===== config.mk =====
export PLATFORM = sky130hd
export DESIGN_NAME = rcb_term_cfg
export DESIGN_NICKNAME = d
export VERILOG_FILES = /design/src/rcb_pkg.sv /design/src/rcb_term_cfg.sv /design/src/rcb_cmd_qual.sv
export VERILOG_INCLUDE_DIRS = /design/src
export SDC_FILE = /design/constraint.sdc
export NUM_CORES = 1
export LEC_CHECK = 0
export BUFFER_PORTS_ARGS = -buffer_cell sky130_fd_sc_hd__clkbuf_2
export CAP_MARGIN = 0
export CORE_AREA = 3 3 284 286
export CTS_BUF_LIST = sky130_fd_sc_hd__clkbuf_4 sky130_fd_sc_hd__clkbuf_8
export DETAILED_ROUTE_END_ITERATION = 8
export DIE_AREA = 0 0 287 289
export PLACE_DENSITY = 0.56
export SYNTH_ARGS = -nofsm -noshare
export SYNTH_HDL_FRONTEND = slang
export SYNTH_SLANG_ARGS = --single-unit

===== constraint.sdc =====
create_clock -name clk_sys -period 3.28 [get_ports clk_sys]
set_input_delay 0.328 -clock clk_sys [delete_from_list [all_inputs] [get_ports clk_sys]]
set_output_delay 0.328 -clock clk_sys [all_outputs]
set_load 0.005 [all_outputs]

===== src/rcb_reg_map.svh =====
// Register offsets, field positions and constants of the terminal config word
//
// Contract
// - Bit 13 set inhibits bus A per scope.
// - Bit 13 clear leaves only global bus A inhibit.
// - Bit 12 set inhibits bus B per scope.
// - Bit 12 clear leaves only global bus B inhibit.
// - Bit 11 high makes address 31 commands invalid.
// - Bit 11 low accepts address 31 as broadcast.
// - Bit 10 unused, always reads zero.
// - Bit 9 covers MC0-15 receive, MC16,18,19 transmit.
// - Bit 9 low: undefined codes valid, table decides.
// - Bit 9 high: listed undefined codes are invalid.
// - Bit 8 high stores broadcast data separately.
// - Bit 8 low shares broadcast and normal buffer.
// - Bit 7 selects simplified mode command handling.
// - Bit 6 buffers 32 words, copies on success.
// - Bits 13 to 6 clear on master reset.
// - Config word sits at 0x0017; bits 15-14 time-out.
`ifndef RCB_REG_MAP_SVH
`define RCB_REG_MAP_SVH

`define RCB_ADDR_TERM_CFG 8'h17
`define RCB_CFG_RESET 16'h0000
`define RCB_CFG_WR_MASK 16'hFBFF
`define RCB_BIT_TMO_HI 15
`define RCB_BIT_TMO_LO 14
`define RCB_BIT_BUS_A 13
`define RCB_BIT_BUS_B 12
`define RCB_BIT_BCST_INV 11
`define RCB_BIT_UNUSED 10
`define RCB_BIT_UMC_INV 9
`define RCB_BIT_SEP_BCST 8
`define RCB_BIT_SIMPLE_MC 7
`define RCB_BIT_TMP_BUF 6
`define RCB_BIT_LOW_HI 5
`define RCB_BIT_LOW_LO 0
`define RCB_BCST_ADDR 5'h1F
`define RCB_MODE_SA_LO 5'h00
`define RCB_MODE_SA_HI 5'h1F
`define RCB_MC_RX_UNDEF_MAX 5'h0F
`define RCB_MC_TX_UNDEF_A 5'h10
`define RCB_MC_TX_UNDEF_B 5'h12
`define RCB_MC_TX_UNDEF_C 5'h13
`define RCB_TMP_DEPTH 32

`endif


===== src/rcb_pkg.sv =====
// Types shared by the terminal configuration block
`default_nettype none
package rcb_pkg;

    typedef struct packed {
        logic [1:0] rtrt_timeout;
        logic term_bus_a_block;
        logic term_bus_b_block;
        logic broadcast_invalid;
        logic undefined_modecode_invalid;
        logic separate_broadcast_storage;
        logic simplified_modecode_handling;
        logic temp_receive_buffer_enable;
        logic [5:0] low_fields;
    } rcb_cfg_t;

    typedef struct packed {
        logic [4:0] rt_addr;
        logic tr;
        logic [4:0] subaddr;
        logic [4:0] count;
    } rcb_cmd_t;

    typedef struct packed {
        logic accept;
        logic broadcast;
        logic mode_cmd;
        logic simplified;
        logic status_update;
        logic msg_error_set;
        logic status_only;
        logic bcst_store_sep;
    } rcb_verdict_t;

    typedef enum logic [1:0] {
        RCB_TB_IDLE = 2'b01,
        RCB_TB_COPY = 2'b10
    } rcb_tb_state_t;

endpackage
`default_nettype wire


===== src/rcb_term_cfg.sv =====
// Terminal configuration word: register, bus inhibits, command and rx buffer
`include "rcb_reg_map.svh"
`default_nettype none
module rcb_term_cfg
    import rcb_pkg::*;
#(
    parameter int ADDR_W = 8,
    parameter int DATA_W = 16,
    parameter int TMP_DEPTH = `RCB_TMP_DEPTH
)
(
    input wire logic clk_sys,
    input wire logic sys_rst,
    input wire logic [ADDR_W-1:0] reg_addr,
    input wire logic [DATA_W-1:0] reg_wdata,
    input wire logic reg_wr_stb,
    input wire logic reg_rd_stb,
    output logic [DATA_W-1:0] reg_rdata,
    input wire logic shutdown_scope_select,
    input wire logic global_bus_a_tx_block,
    input wire logic global_bus_b_tx_block,
    input wire logic global_bus_a_tx_block_bit,
    input wire logic global_bus_b_tx_block_bit,
    input wire logic terminal_execution_enable,
    output logic bus_a_tx_inhibit,
    output logic bus_a_rx_inhibit,
    output logic bus_b_tx_inhibit,
    output logic bus_b_rx_inhibit,
    output logic [1:0] rtrt_timeout_sel,
    output logic [5:0] cfg_low_fields,
    input wire logic cmd_stb,
    input wire rcb_cmd_t cmd,
    input wire logic [4:0] own_addr,
    input wire logic cmd_illegal,
    output logic verdict_stb,
    output rcb_verdict_t verdict,
    input wire logic rx_word_stb,
    input wire logic [DATA_W-1:0] rx_word,
    input wire logic msg_end_stb,
    input wire logic msg_end_err,
    output logic mem_wr_stb,
    output logic [4:0] mem_wr_offset,
    output logic [DATA_W-1:0] mem_wr_data,
    output logic mem_wr_bcst_area,
    output logic copy_busy
);

    localparam int IDX_W = $clog2(TMP_DEPTH + 1);

    logic [DATA_W-1:0] cfg_q;
    rcb_cfg_t cfg;
    logic hit_cfg;

    // Pin synchronisers: first stage feeds only the second
    logic pin_a_s1_q;
    logic pin_a_s2_q;
    logic pin_b_s1_q;
    logic pin_b_s2_q;

    // Temporary receive buffer
    logic [DATA_W-1:0] tmp_mem_q [TMP_DEPTH];
    logic [IDX_W-1:0] wr_idx_q;
    logic [IDX_W-1:0] cp_idx_q;
    logic [IDX_W-1:0] cp_cnt_q;
    logic [4:0] direct_idx_q;
    rcb_tb_state_t tb_state_q;
    rcb_tb_state_t tb_state_d;
    logic msg_bcst_sep_q;
    logic tmp_on;

    assign hit_cfg = (reg_addr == ADDR_W'(`RCB_ADDR_TERM_CFG));

    assign cfg.rtrt_timeout = cfg_q[`RCB_BIT_TMO_HI:`RCB_BIT_TMO_LO];
    assign cfg.term_bus_a_block = cfg_q[`RCB_BIT_BUS_A];
    assign cfg.term_bus_b_block = cfg_q[`RCB_BIT_BUS_B];
    assign cfg.broadcast_invalid = cfg_q[`RCB_BIT_BCST_INV];
    assign cfg.undefined_modecode_invalid = cfg_q[`RCB_BIT_UMC_INV];
    assign cfg.separate_broadcast_storage = cfg_q[`RCB_BIT_SEP_BCST];
    assign cfg.simplified_modecode_handling = cfg_q[`RCB_BIT_SIMPLE_MC];
    assign cfg.temp_receive_buffer_enable = cfg_q[`RCB_BIT_TMP_BUF];
    assign cfg.low_fields = cfg_q[`RCB_BIT_LOW_HI:`RCB_BIT_LOW_LO];

    // Config word storage; the unused bit is never stored
    always_ff @(posedge clk_sys) begin
        if (sys_rst) begin
            cfg_q <= `RCB_CFG_RESET;
        end else if (reg_wr_stb && hit_cfg) begin
            cfg_q <= reg_wdata & `RCB_CFG_WR_MASK;
        end
    end

    // Read data stands only in the cycle after the strobe
    always_ff @(posedge clk_sys) begin
        if (sys_rst) begin
            reg_rdata <= '0;
        end else if (reg_rd_stb && hit_cfg) begin
            reg_rdata <= cfg_q & `RCB_CFG_WR_MASK;
        end else begin
            reg_rdata <= '0;
        end
    end

    always_ff @(posedge clk_sys) begin
        if (sys_rst) begin
            pin_a_s1_q <= 1'b0;
            pin_a_s2_q <= 1'b0;
            pin_b_s1_q <= 1'b0;
            pin_b_s2_q <= 1'b0;
        end else begin
            pin_a_s1_q <= global_bus_a_tx_block;
            pin_a_s2_q <= pin_a_s1_q;
            pin_b_s1_q <= global_bus_b_tx_block;
            pin_b_s2_q <= pin_b_s1_q;
        end
    end

    // Scope select high limits the per-terminal block to transmit only;
    // global blocks act on transmit regardless of the per-terminal bits
    always_ff @(posedge clk_sys) begin
        if (sys_rst) begin
            bus_a_tx_inhibit <= 1'b0;
            bus_a_rx_inhibit <= 1'b0;
            bus_b_tx_inhibit <= 1'b0;
            bus_b_rx_inhibit <= 1'b0;
        end else begin
            bus_a_tx_inhibit <= cfg.term_bus_a_block ||
                pin_a_s2_q || global_bus_a_tx_block_bit;
            bus_a_rx_inhibit <= cfg.term_bus_a_block &&
                !shutdown_scope_select;
            bus_b_tx_inhibit <= cfg.term_bus_b_block ||
                pin_b_s2_q || global_bus_b_tx_block_bit;
            bus_b_rx_inhibit <= cfg.term_bus_b_block &&
                !shutdown_scope_select;
        end
    end

    always_ff @(posedge clk_sys) begin
        if (sys_rst) begin
            rtrt_timeout_sel <= '0;
            cfg_low_fields <= '0;
        end else begin
            rtrt_timeout_sel <= cfg.rtrt_timeout;
            cfg_low_fields <= cfg.low_fields;
        end
    end

    rcb_cmd_qual u_cmd_qual (
        .clk_sys(clk_sys),
        .sys_rst(sys_rst),
        .cmd_stb(cmd_stb),
        .cmd(cmd),
        .own_addr(own_addr),
        .cmd_illegal(cmd_illegal),
        .cfg(cfg),
        .verdict_stb(verdict_stb),
        .verdict(verdict)
    );

    // Broadcast area choice is latched per message from the verdict
    always_ff @(posedge clk_sys) begin
        if (sys_rst) begin
            msg_bcst_sep_q <= 1'b0;
        end else if (verdict_stb) begin
            msg_bcst_sep_q <= verdict.bcst_store_sep;
        end
    end

    // Mode bit is read live: the host keeps it still while executing
    assign tmp_on = cfg.temp_receive_buffer_enable;

    always_comb begin
        tb_state_d = tb_state_q;
        case (tb_state_q)
            RCB_TB_IDLE: begin
                if (tmp_on && msg_end_stb && !msg_end_err &&
                    wr_idx_q != '0) begin
                    tb_state_d = RCB_TB_COPY;
                end
            end
            RCB_TB_COPY: begin
                if (cp_idx_q == cp_cnt_q - IDX_W'(1)) begin
                    tb_state_d = RCB_TB_IDLE;
                end
            end
            default: begin
                tb_state_d = RCB_TB_IDLE;
            end
        endcase
    end

    always_ff @(posedge clk_sys) begin
        if (sys_rst) begin
            tb_state_q <= RCB_TB_IDLE;
        end else begin
            tb_state_q <= tb_state_d;
        end
    end

    // Collect index; words beyond the buffer depth are dropped
    always_ff @(posedge clk_sys) begin
        if (sys_rst) begin
            wr_idx_q <= '0;
        end else if (msg_end_stb) begin
            wr_idx_q <= '0;
        end else if (tmp_on && rx_word_stb &&
                     tb_state_q == RCB_TB_IDLE &&
                     wr_idx_q < IDX_W'(TMP_DEPTH)) begin
            wr_idx_q <= wr_idx_q + IDX_W'(1);
        end
    end

    generate
        for (genvar i = 0; i < TMP_DEPTH; i++) begin : g_tmp
            always_ff @(posedge clk_sys) begin
                if (sys_rst) begin
                    tmp_mem_q[i] <= '0;
                end else if (tmp_on && rx_word_stb &&
                             tb_state_q == RCB_TB_IDLE &&
                             wr_idx_q == IDX_W'(i)) begin
                    tmp_mem_q[i] <= rx_word;
                end
            end
        end
    endgenerate

    always_ff @(posedge clk_sys) begin
        if (sys_rst) begin
            cp_idx_q <= '0;
            cp_cnt_q <= '0;
        end else if (tb_state_q == RCB_TB_IDLE) begin
            cp_idx_q <= '0;
            cp_cnt_q <= wr_idx_q;
        end else begin
            cp_idx_q <= cp_idx_q + IDX_W'(1);
        end
    end

    // Pass-through offset for unbuffered mode restarts per message
    always_ff @(posedge clk_sys) begin
        if (sys_rst) begin
            direct_idx_q <= '0;
        end else if (msg_end_stb) begin
            direct_idx_q <= '0;
        end else if (!tmp_on && rx_word_stb) begin
            direct_idx_q <= direct_idx_q + 5'h01;
        end
    end

    // Without the buffer a failed message can leave partial data behind;
    // that is the cost of the lower latency
    always_ff @(posedge clk_sys) begin
        if (sys_rst) begin
            mem_wr_stb <= 1'b0;
            mem_wr_offset <= '0;
            mem_wr_data <= '0;
        end else if (tb_state_q == RCB_TB_COPY) begin
            mem_wr_stb <= 1'b1;
            mem_wr_offset <= cp_idx_q[4:0];
            mem_wr_data <= tmp_mem_q[cp_idx_q[4:0]];
        end else if (!tmp_on && rx_word_stb) begin
            mem_wr_stb <= 1'b1;
            mem_wr_offset <= direct_idx_q;
            mem_wr_data <= rx_word;
        end else begin
            mem_wr_stb <= 1'b0;
        end
    end

    always_ff @(posedge clk_sys) begin
        if (sys_rst) begin
            mem_wr_bcst_area <= 1'b0;
        end else begin
            mem_wr_bcst_area <= msg_bcst_sep_q;
        end
    end

    assign copy_busy = (tb_state_q == RCB_TB_COPY);

endmodule
`default_nettype wire


===== src/rcb_cmd_qual.sv =====
// Command qualifier: applies config word settings to each decoded command
`include "rcb_reg_map.svh"
`default_nettype none
module rcb_cmd_qual
    import rcb_pkg::*;
(
    input wire logic clk_sys,
    input wire logic sys_rst,
    input wire logic cmd_stb,
    input wire rcb_cmd_t cmd,
    input wire logic [4:0] own_addr,
    input wire logic cmd_illegal,
    input wire rcb_cfg_t cfg,
    output logic verdict_stb,
    output rcb_verdict_t verdict
);

    logic is_bcst;
    logic addr_hit;
    logic is_mode;
    logic undef_mc;
    logic ok;

    assign is_bcst = (cmd.rt_addr == `RCB_BCST_ADDR);
    assign addr_hit = (cmd.rt_addr == own_addr) ||
                      (is_bcst && !cfg.broadcast_invalid);
    assign is_mode = (cmd.subaddr == `RCB_MODE_SA_LO) ||
                     (cmd.subaddr == `RCB_MODE_SA_HI);
    // Only the listed codes are affected; others stay table-driven
    assign undef_mc = is_mode &&
        ((!cmd.tr && cmd.count <= `RCB_MC_RX_UNDEF_MAX) ||
         (cmd.tr && (cmd.count == `RCB_MC_TX_UNDEF_A ||
                     cmd.count == `RCB_MC_TX_UNDEF_B ||
                     cmd.count == `RCB_MC_TX_UNDEF_C)));
    assign ok = addr_hit &&
                !(undef_mc && cfg.undefined_modecode_invalid);

    always_ff @(posedge clk_sys) begin
        if (sys_rst) begin
            verdict_stb <= 1'b0;
        end else begin
            verdict_stb <= cmd_stb;
        end
    end

    always_ff @(posedge clk_sys) begin
        if (sys_rst) begin
            verdict <= '0;
        end else if (cmd_stb) begin
            verdict.accept <= ok;
            verdict.broadcast <= ok && is_bcst;
            verdict.mode_cmd <= ok && is_mode;
            verdict.simplified <= ok && is_mode &&
                                  cfg.simplified_modecode_handling;
            // Invalid commands leave last-status untouched
            verdict.status_update <= ok;
            verdict.msg_error_set <= ok && cmd_illegal;
            verdict.status_only <= ok && cmd_illegal && !is_bcst;
            verdict.bcst_store_sep <= ok && is_bcst &&
                                      cfg.separate_broadcast_storage;
        end
    end

endmodule
`default_nettype wire


* Yosys cells after proc, flatten, opt, wreduce, memory -nomap -nowiden
Memories as Yosys holds them, arrays and structs flattened. A register that Yosys moved wholly into a read port is not among the register bits.
Cells that the tools add are included.
** Word-level totals
- Register bits :: 104
- RAM bits :: 512
- Input bits :: 76
- Output and inout port bits :: 61
- Logic and storage cells :: 333
- Memories kept :: 1
** Cells by class
- $add $sub $neg :: 4
- Order comparisons :: 2
- Equality and inequality tests :: 43
- Mux-type cells :: 140
- Bitwise operators :: 33
- Reduce and logical (&&, ||, !) cells :: 79
** Memories
- tmp_mem_q :: words 32, width 16, read ports 1, clocked after memory_dff 1, write ports 32, line rcb_term_cfg.sv:61 : logic [DATA_W-1:0] tmp_mem_q [TMP_DEPTH];
** Operators with widths (number)
- two-way mux 16 bit :: 34
- two-way mux 1 bit :: 100
- == test 6 x 5 -> 1 bit, second input constant :: 16
- logical AND 1 bit :: 55
- == test 6 x 4 -> 1 bit, second input constant :: 8
- OR 1 bit :: 32
- == test 5 bit, second input constant :: 5
- == test 6 x 3 -> 1 bit, second input constant :: 4
- two-way mux 5 bit :: 3
- adder 6 x 1 -> 6 bit, second input constant :: 2
- == test 6 x 2 -> 1 bit, second input constant :: 2
- logical OR 1 bit :: 9
- == test 8 x 5 -> 1 bit, second input constant :: 1
- logical NOT 1 bit :: 7
- == test 6 x 1 -> 1 bit, second input constant :: 1
- == test 6 bit :: 1
- logical NOT 6 bit :: 1
- < comparator 6 bit, second input constant :: 1
- nonzero test 6 bit :: 1
- OR reduction 2 bit :: 3
- subtractor 6 x 1 -> 6 bit, second input constant :: 1
- adder 5 x 1 -> 5 bit, second input constant :: 1
- == test 5 bit :: 1
- <= comparator 5 x 4 -> 1 bit, second input constant :: 1
- 10 further kinds :: 11

* Depth between registers and ports, before layout
- Depth after elaboration :: 11
- Mapped depth :: 9
- Mapped depth without buffers :: 7

* By module
Synthesis repeated with hierarchy kept, for this count alone.
** Unflattened totals
- Cell total of the unflattened synthesis :: 1957
- Area, all modules :: 28123.2 µm²
** By module, submodules not included
- rcb_term_cfg :: instances 1, cells an instance 1903, area an instance 27656.5 µm², seq. area each 17276.6 µm²
- rcb_cmd_qual :: instances 1, cells an instance 54, area an instance 466.7 µm², seq. area each 160.2 µm²

* Worst setup path after synthesis
Ideal clock, no wire load.
- Kind :: reg2reg
- From :: register wr_idx_q[2]
- To :: memory tmp_mem_q[21][0], enable pin
- Setup time :: 0.392 ns
- Arrival :: 1.975 ns
- Required time :: 2.888 ns
- Setup slack :: 0.912 ns
- Cell stages (with the launch flop) :: 5
- Buffers on the path :: 1
- Clock period less this slack :: 2.368 ns
- Cell sequence :: dfxtp_1 -> clkbuf_1 -> nor2b_1 -> nand2_1 -> o21bai_1
** RTL lines
- start: declaration :: line rcb_term_cfg.sv:62 : logic [IDX_W-1:0] wr_idx_q;
- start signal: assignment :: line rcb_term_cfg.sv:208 : wr_idx_q <= wr_idx_q + IDX_W'(1);
- end: declaration :: line rcb_term_cfg.sv:61

==> results.yml <==
layout:
  nNetsFinal: 2305
  synthToLayoutAreaGrowth_pct: 15.2
  final_util_pct: 41.2
  multiInputGateArea_um2: 9690
  instances_no_fill: 3351
  register_area_um2: 17400
  drive_gt1_share_pct: 23.7
  nFillCells: 7285
placement:
  place.gp.congestion: 0.823
  dp_hpwl_um: 48700
  dp.cells: 3142
  portBuffers: 133
  pre_cts_ws_ns: 0.722
detailed_routing:
  route.detailed.drc: 0
  drt-met1-wl_um: 33700
  routed_wirelength_um: 77000
  routedWlPerCell_um: 23.0
  first_iter_violations: 1650
  dr.pass1.iters: 6
  vias_per_cell: 5.07
  wl_met3_um: 4250
  top_layer_used: "met4"
  ant_nets: 0
  route.met2.wl_um: 36600
  vias: 17000
critical_path:
  timing.rr.start: "cp_idx_q[0]$_SDFF_PP0_"
  cp.depth: 5
  cp_cell_sequence: "buf_12 > mux4_2 > a22oi_1 > nand2_1 > a221o_1"
  slowest_stage: "dfxtp_4"
  crit_buf_inv: 1
  reg2reg_slack_ns: 0.66
  end_kind: "flop"
  critical-path-top-delay-family: "compound AO/OA/AOI/OAI gates"
  r2r_end: "mem_wr_data[6]$_SDFFE_PP0P_"
  path_class: "flop to flop"
  crit_fanout: 25
  required_ns: 3.85
  crit_path_max_incr_delay_ns: 0.59
  start_kind: "flop"
  cp.arrival_ns: 3.19
  worst_r2r_path_depth: 5
grt:
  grt_max_degree: 48
  grt_use_total_pct: 18.7
  grt_pass1_vias: 17600
  gr-total-overflow: 0
  grt_pass1_wl_um: 115000
  grt_antenna_before_repair: 2
sta:
  tightest_slew_ns: 0.934
  rsz0062_at_grt: "false"
  final_max_slew_viol_count: 0
  fin_setup_tns_ns: 0
  finalHoldViolCount: 0
  setup_slack_ns: 0.656
  min_period_ns: 2.62
  skew_ns: 0.0362
  setup_viol: 0
  fin_crit_sh_pct: 80.0
  fmax_ghz: 0.381
  worst_slew_margin_rel_pct: 37.6
logic_synthesis:
  synth_most_common_cell: "and2_1"
  synth_common_cells: "and2_1, edfxtp_1, dfxtp_1, clkbuf_1, mux4_2"
  synth_top_area_share_pct: 54.7
  ys_warn_count: 0
  synth_flop_cell: "edfxtp_1"
  synth.area.top_cells: "edfxtp_1, and2_1, mux4_2"
  netlist_area_um2: 28100
  yosys.area.top_type: "edfxtp_1"
  synth_seq_cells: 615
  synth-edff-count: 512
  yosysSeqAreaShare_pct: 62.0
  synth.distinct_cells: 58
  avgSynthCellArea_um2: 13.9
  synth_nets: 2111
  syn-instance-count: 2028
  ys_async_sr_fraction_pct: 0
floorplanning:
  fp.dieH_um: 289
  std_cell_rows: 103
  die_x_um: 287
  initial_core_util_pct: 35.8
  pin_count: 137
  core_area_um2: 78600
  dieArea_um2: 82900
hold_path:
  hold_end: "tb_state_q[1]$_SDFFE_PP0P_"
  hold_path_depth: 5
  hold_path_class: "primary input to flop"
  min_from: "msg_end_err"
clock_tree:
  cts_root_buf: "clkbuf_8"
  tritoncts: "yes"
  clockBufferDepth: 3
  clkTransAtPathRegs_ns: 0.06
  cts_buffers: 102
  hold_buffers: 26
  cts.sinks: 615
  clock_latency_ns: 0.70
  h-tree-depth: 3
  cts_setup_buffers: 0
  post_cts_resized: 0
power:
  leakagePower_nw: 12.1
  peakVddDrop_uv: 252
  powerDensity_nw_per_um2: 510
  total_power_mw: 16.5
job:
  cap_violations: 0
status:
  outcome: "finished clean"
[stage by stage]
step / hold WS (ns) / cell area, um^2
floorplan: 0.404 / 28100
global placement: 0.424 / 30000
detailed placement: 0.432 / 30000
CTS: 0.00352 / 32400
global route: 0.0736 / 32400
finish: 0.0648 / 32400
[where the power goes]
part / switching, mW / total (mW) / internal, mW
combinational: 0.458 / 0.702 / 0.244
sequential: 0.0982 / 8.85 / 8.75
clock: 3.06 / 6.96 / 3.90
total: 3.62 / 16.5 / 12.9
[logic make-up after synthesis]
group | after synthesis | share of synthesized area [%]
buf+inv | 188 | 3.50
mux | 177 | 10.6
compound gates | 178 | 4.47
flops | 615 | 62.0
xor+xnor | 24 | 0.748
fa+ha+maj | 7 | 0.312
simple gates | 838 | 18.3
other cells | 1 | 0.0133
[state kept, by name (all words and copies together), names as in the netlist, 5 cells and up]
| register | cells |
|---|---|
| cfg_low_fields | 6 |
| cfg_q | 15 |
| cp_cnt_q | 6 |
| cp_idx_q | 6 |
| direct_idx_q | 5 |
| mem_wr_data | 16 |
| mem_wr_offset | 5 |
| reg_rdata | 15 |
| tmp_mem_q | 512 |
| u_cmd_qual.verdict | 7 |
| wr_idx_q | 6 |
[placed cells by master (no fill, tap or decap), drive strengths merged, types with 46 or more instances in the layout]
cell	instances
buf	100
and2	531
mux2i	81
nand2	86
dfxtp	103
clkbuf	289
a22oi	46
mux4	96
edfxtp	512
nor2	100
[area by class of cell]
type	instances	share of cell area (%)
Inverter	20	0.232
Timing Repair Buffer	258	5.36
Sequential cell	615	53.9
Antenna cell	1	0.00773
Tap cell	1050	4.06
Multi-Input combinational cell	1225	29.9
Clock inverter	25	0.673
Clock buffer	157	5.85
[metal layers]
metal	vias to the layer above	global-route usage, %
met5	-	0
li1	7705	-
met1	8619	25.4
met3	127	2.41
met2	544	30.6
met4	0	7.01
[worst register-to-register path: stages, from the launching register on]
cell and delay (ns):
dfxtp_4 0.59, buf_12 0.28, mux4_2 0.62, a22oi_1 0.45
nand2_1 0.24, a221o_1 0.34
[worst max path at each step]
| stage | start | slack, ns | to |
|---|---|---|---|
| floorplan | wr_idx_q[2]$_SDFFE_PP0P_ | 0.91 | tmp_mem_q[21][0]$_SDFFCE_PN0P_ |
| global placement | cp_idx_q[0]$_SDFF_PP0_ | 0.74 | mem_wr_data[4]$_SDFFE_PP0P_ |
| detailed placement | cp_idx_q[0]$_SDFF_PP0_ | 0.72 | mem_wr_data[6]$_SDFFE_PP0P_ |
| CTS | cp_idx_q[0]$_SDFF_PP0_ | 0.71 | mem_wr_data[6]$_SDFFE_PP0P_ |
| global route | cp_idx_q[0]$_SDFF_PP0_ | 0.64 | mem_wr_data[3]$_SDFFE_PP0P_ |
| finish | cp_idx_q[0]$_SDFF_PP0_ | 0.66 | mem_wr_data[6]$_SDFFE_PP0P_ |
No activity file was read; power rests on OpenSTA's default activity.
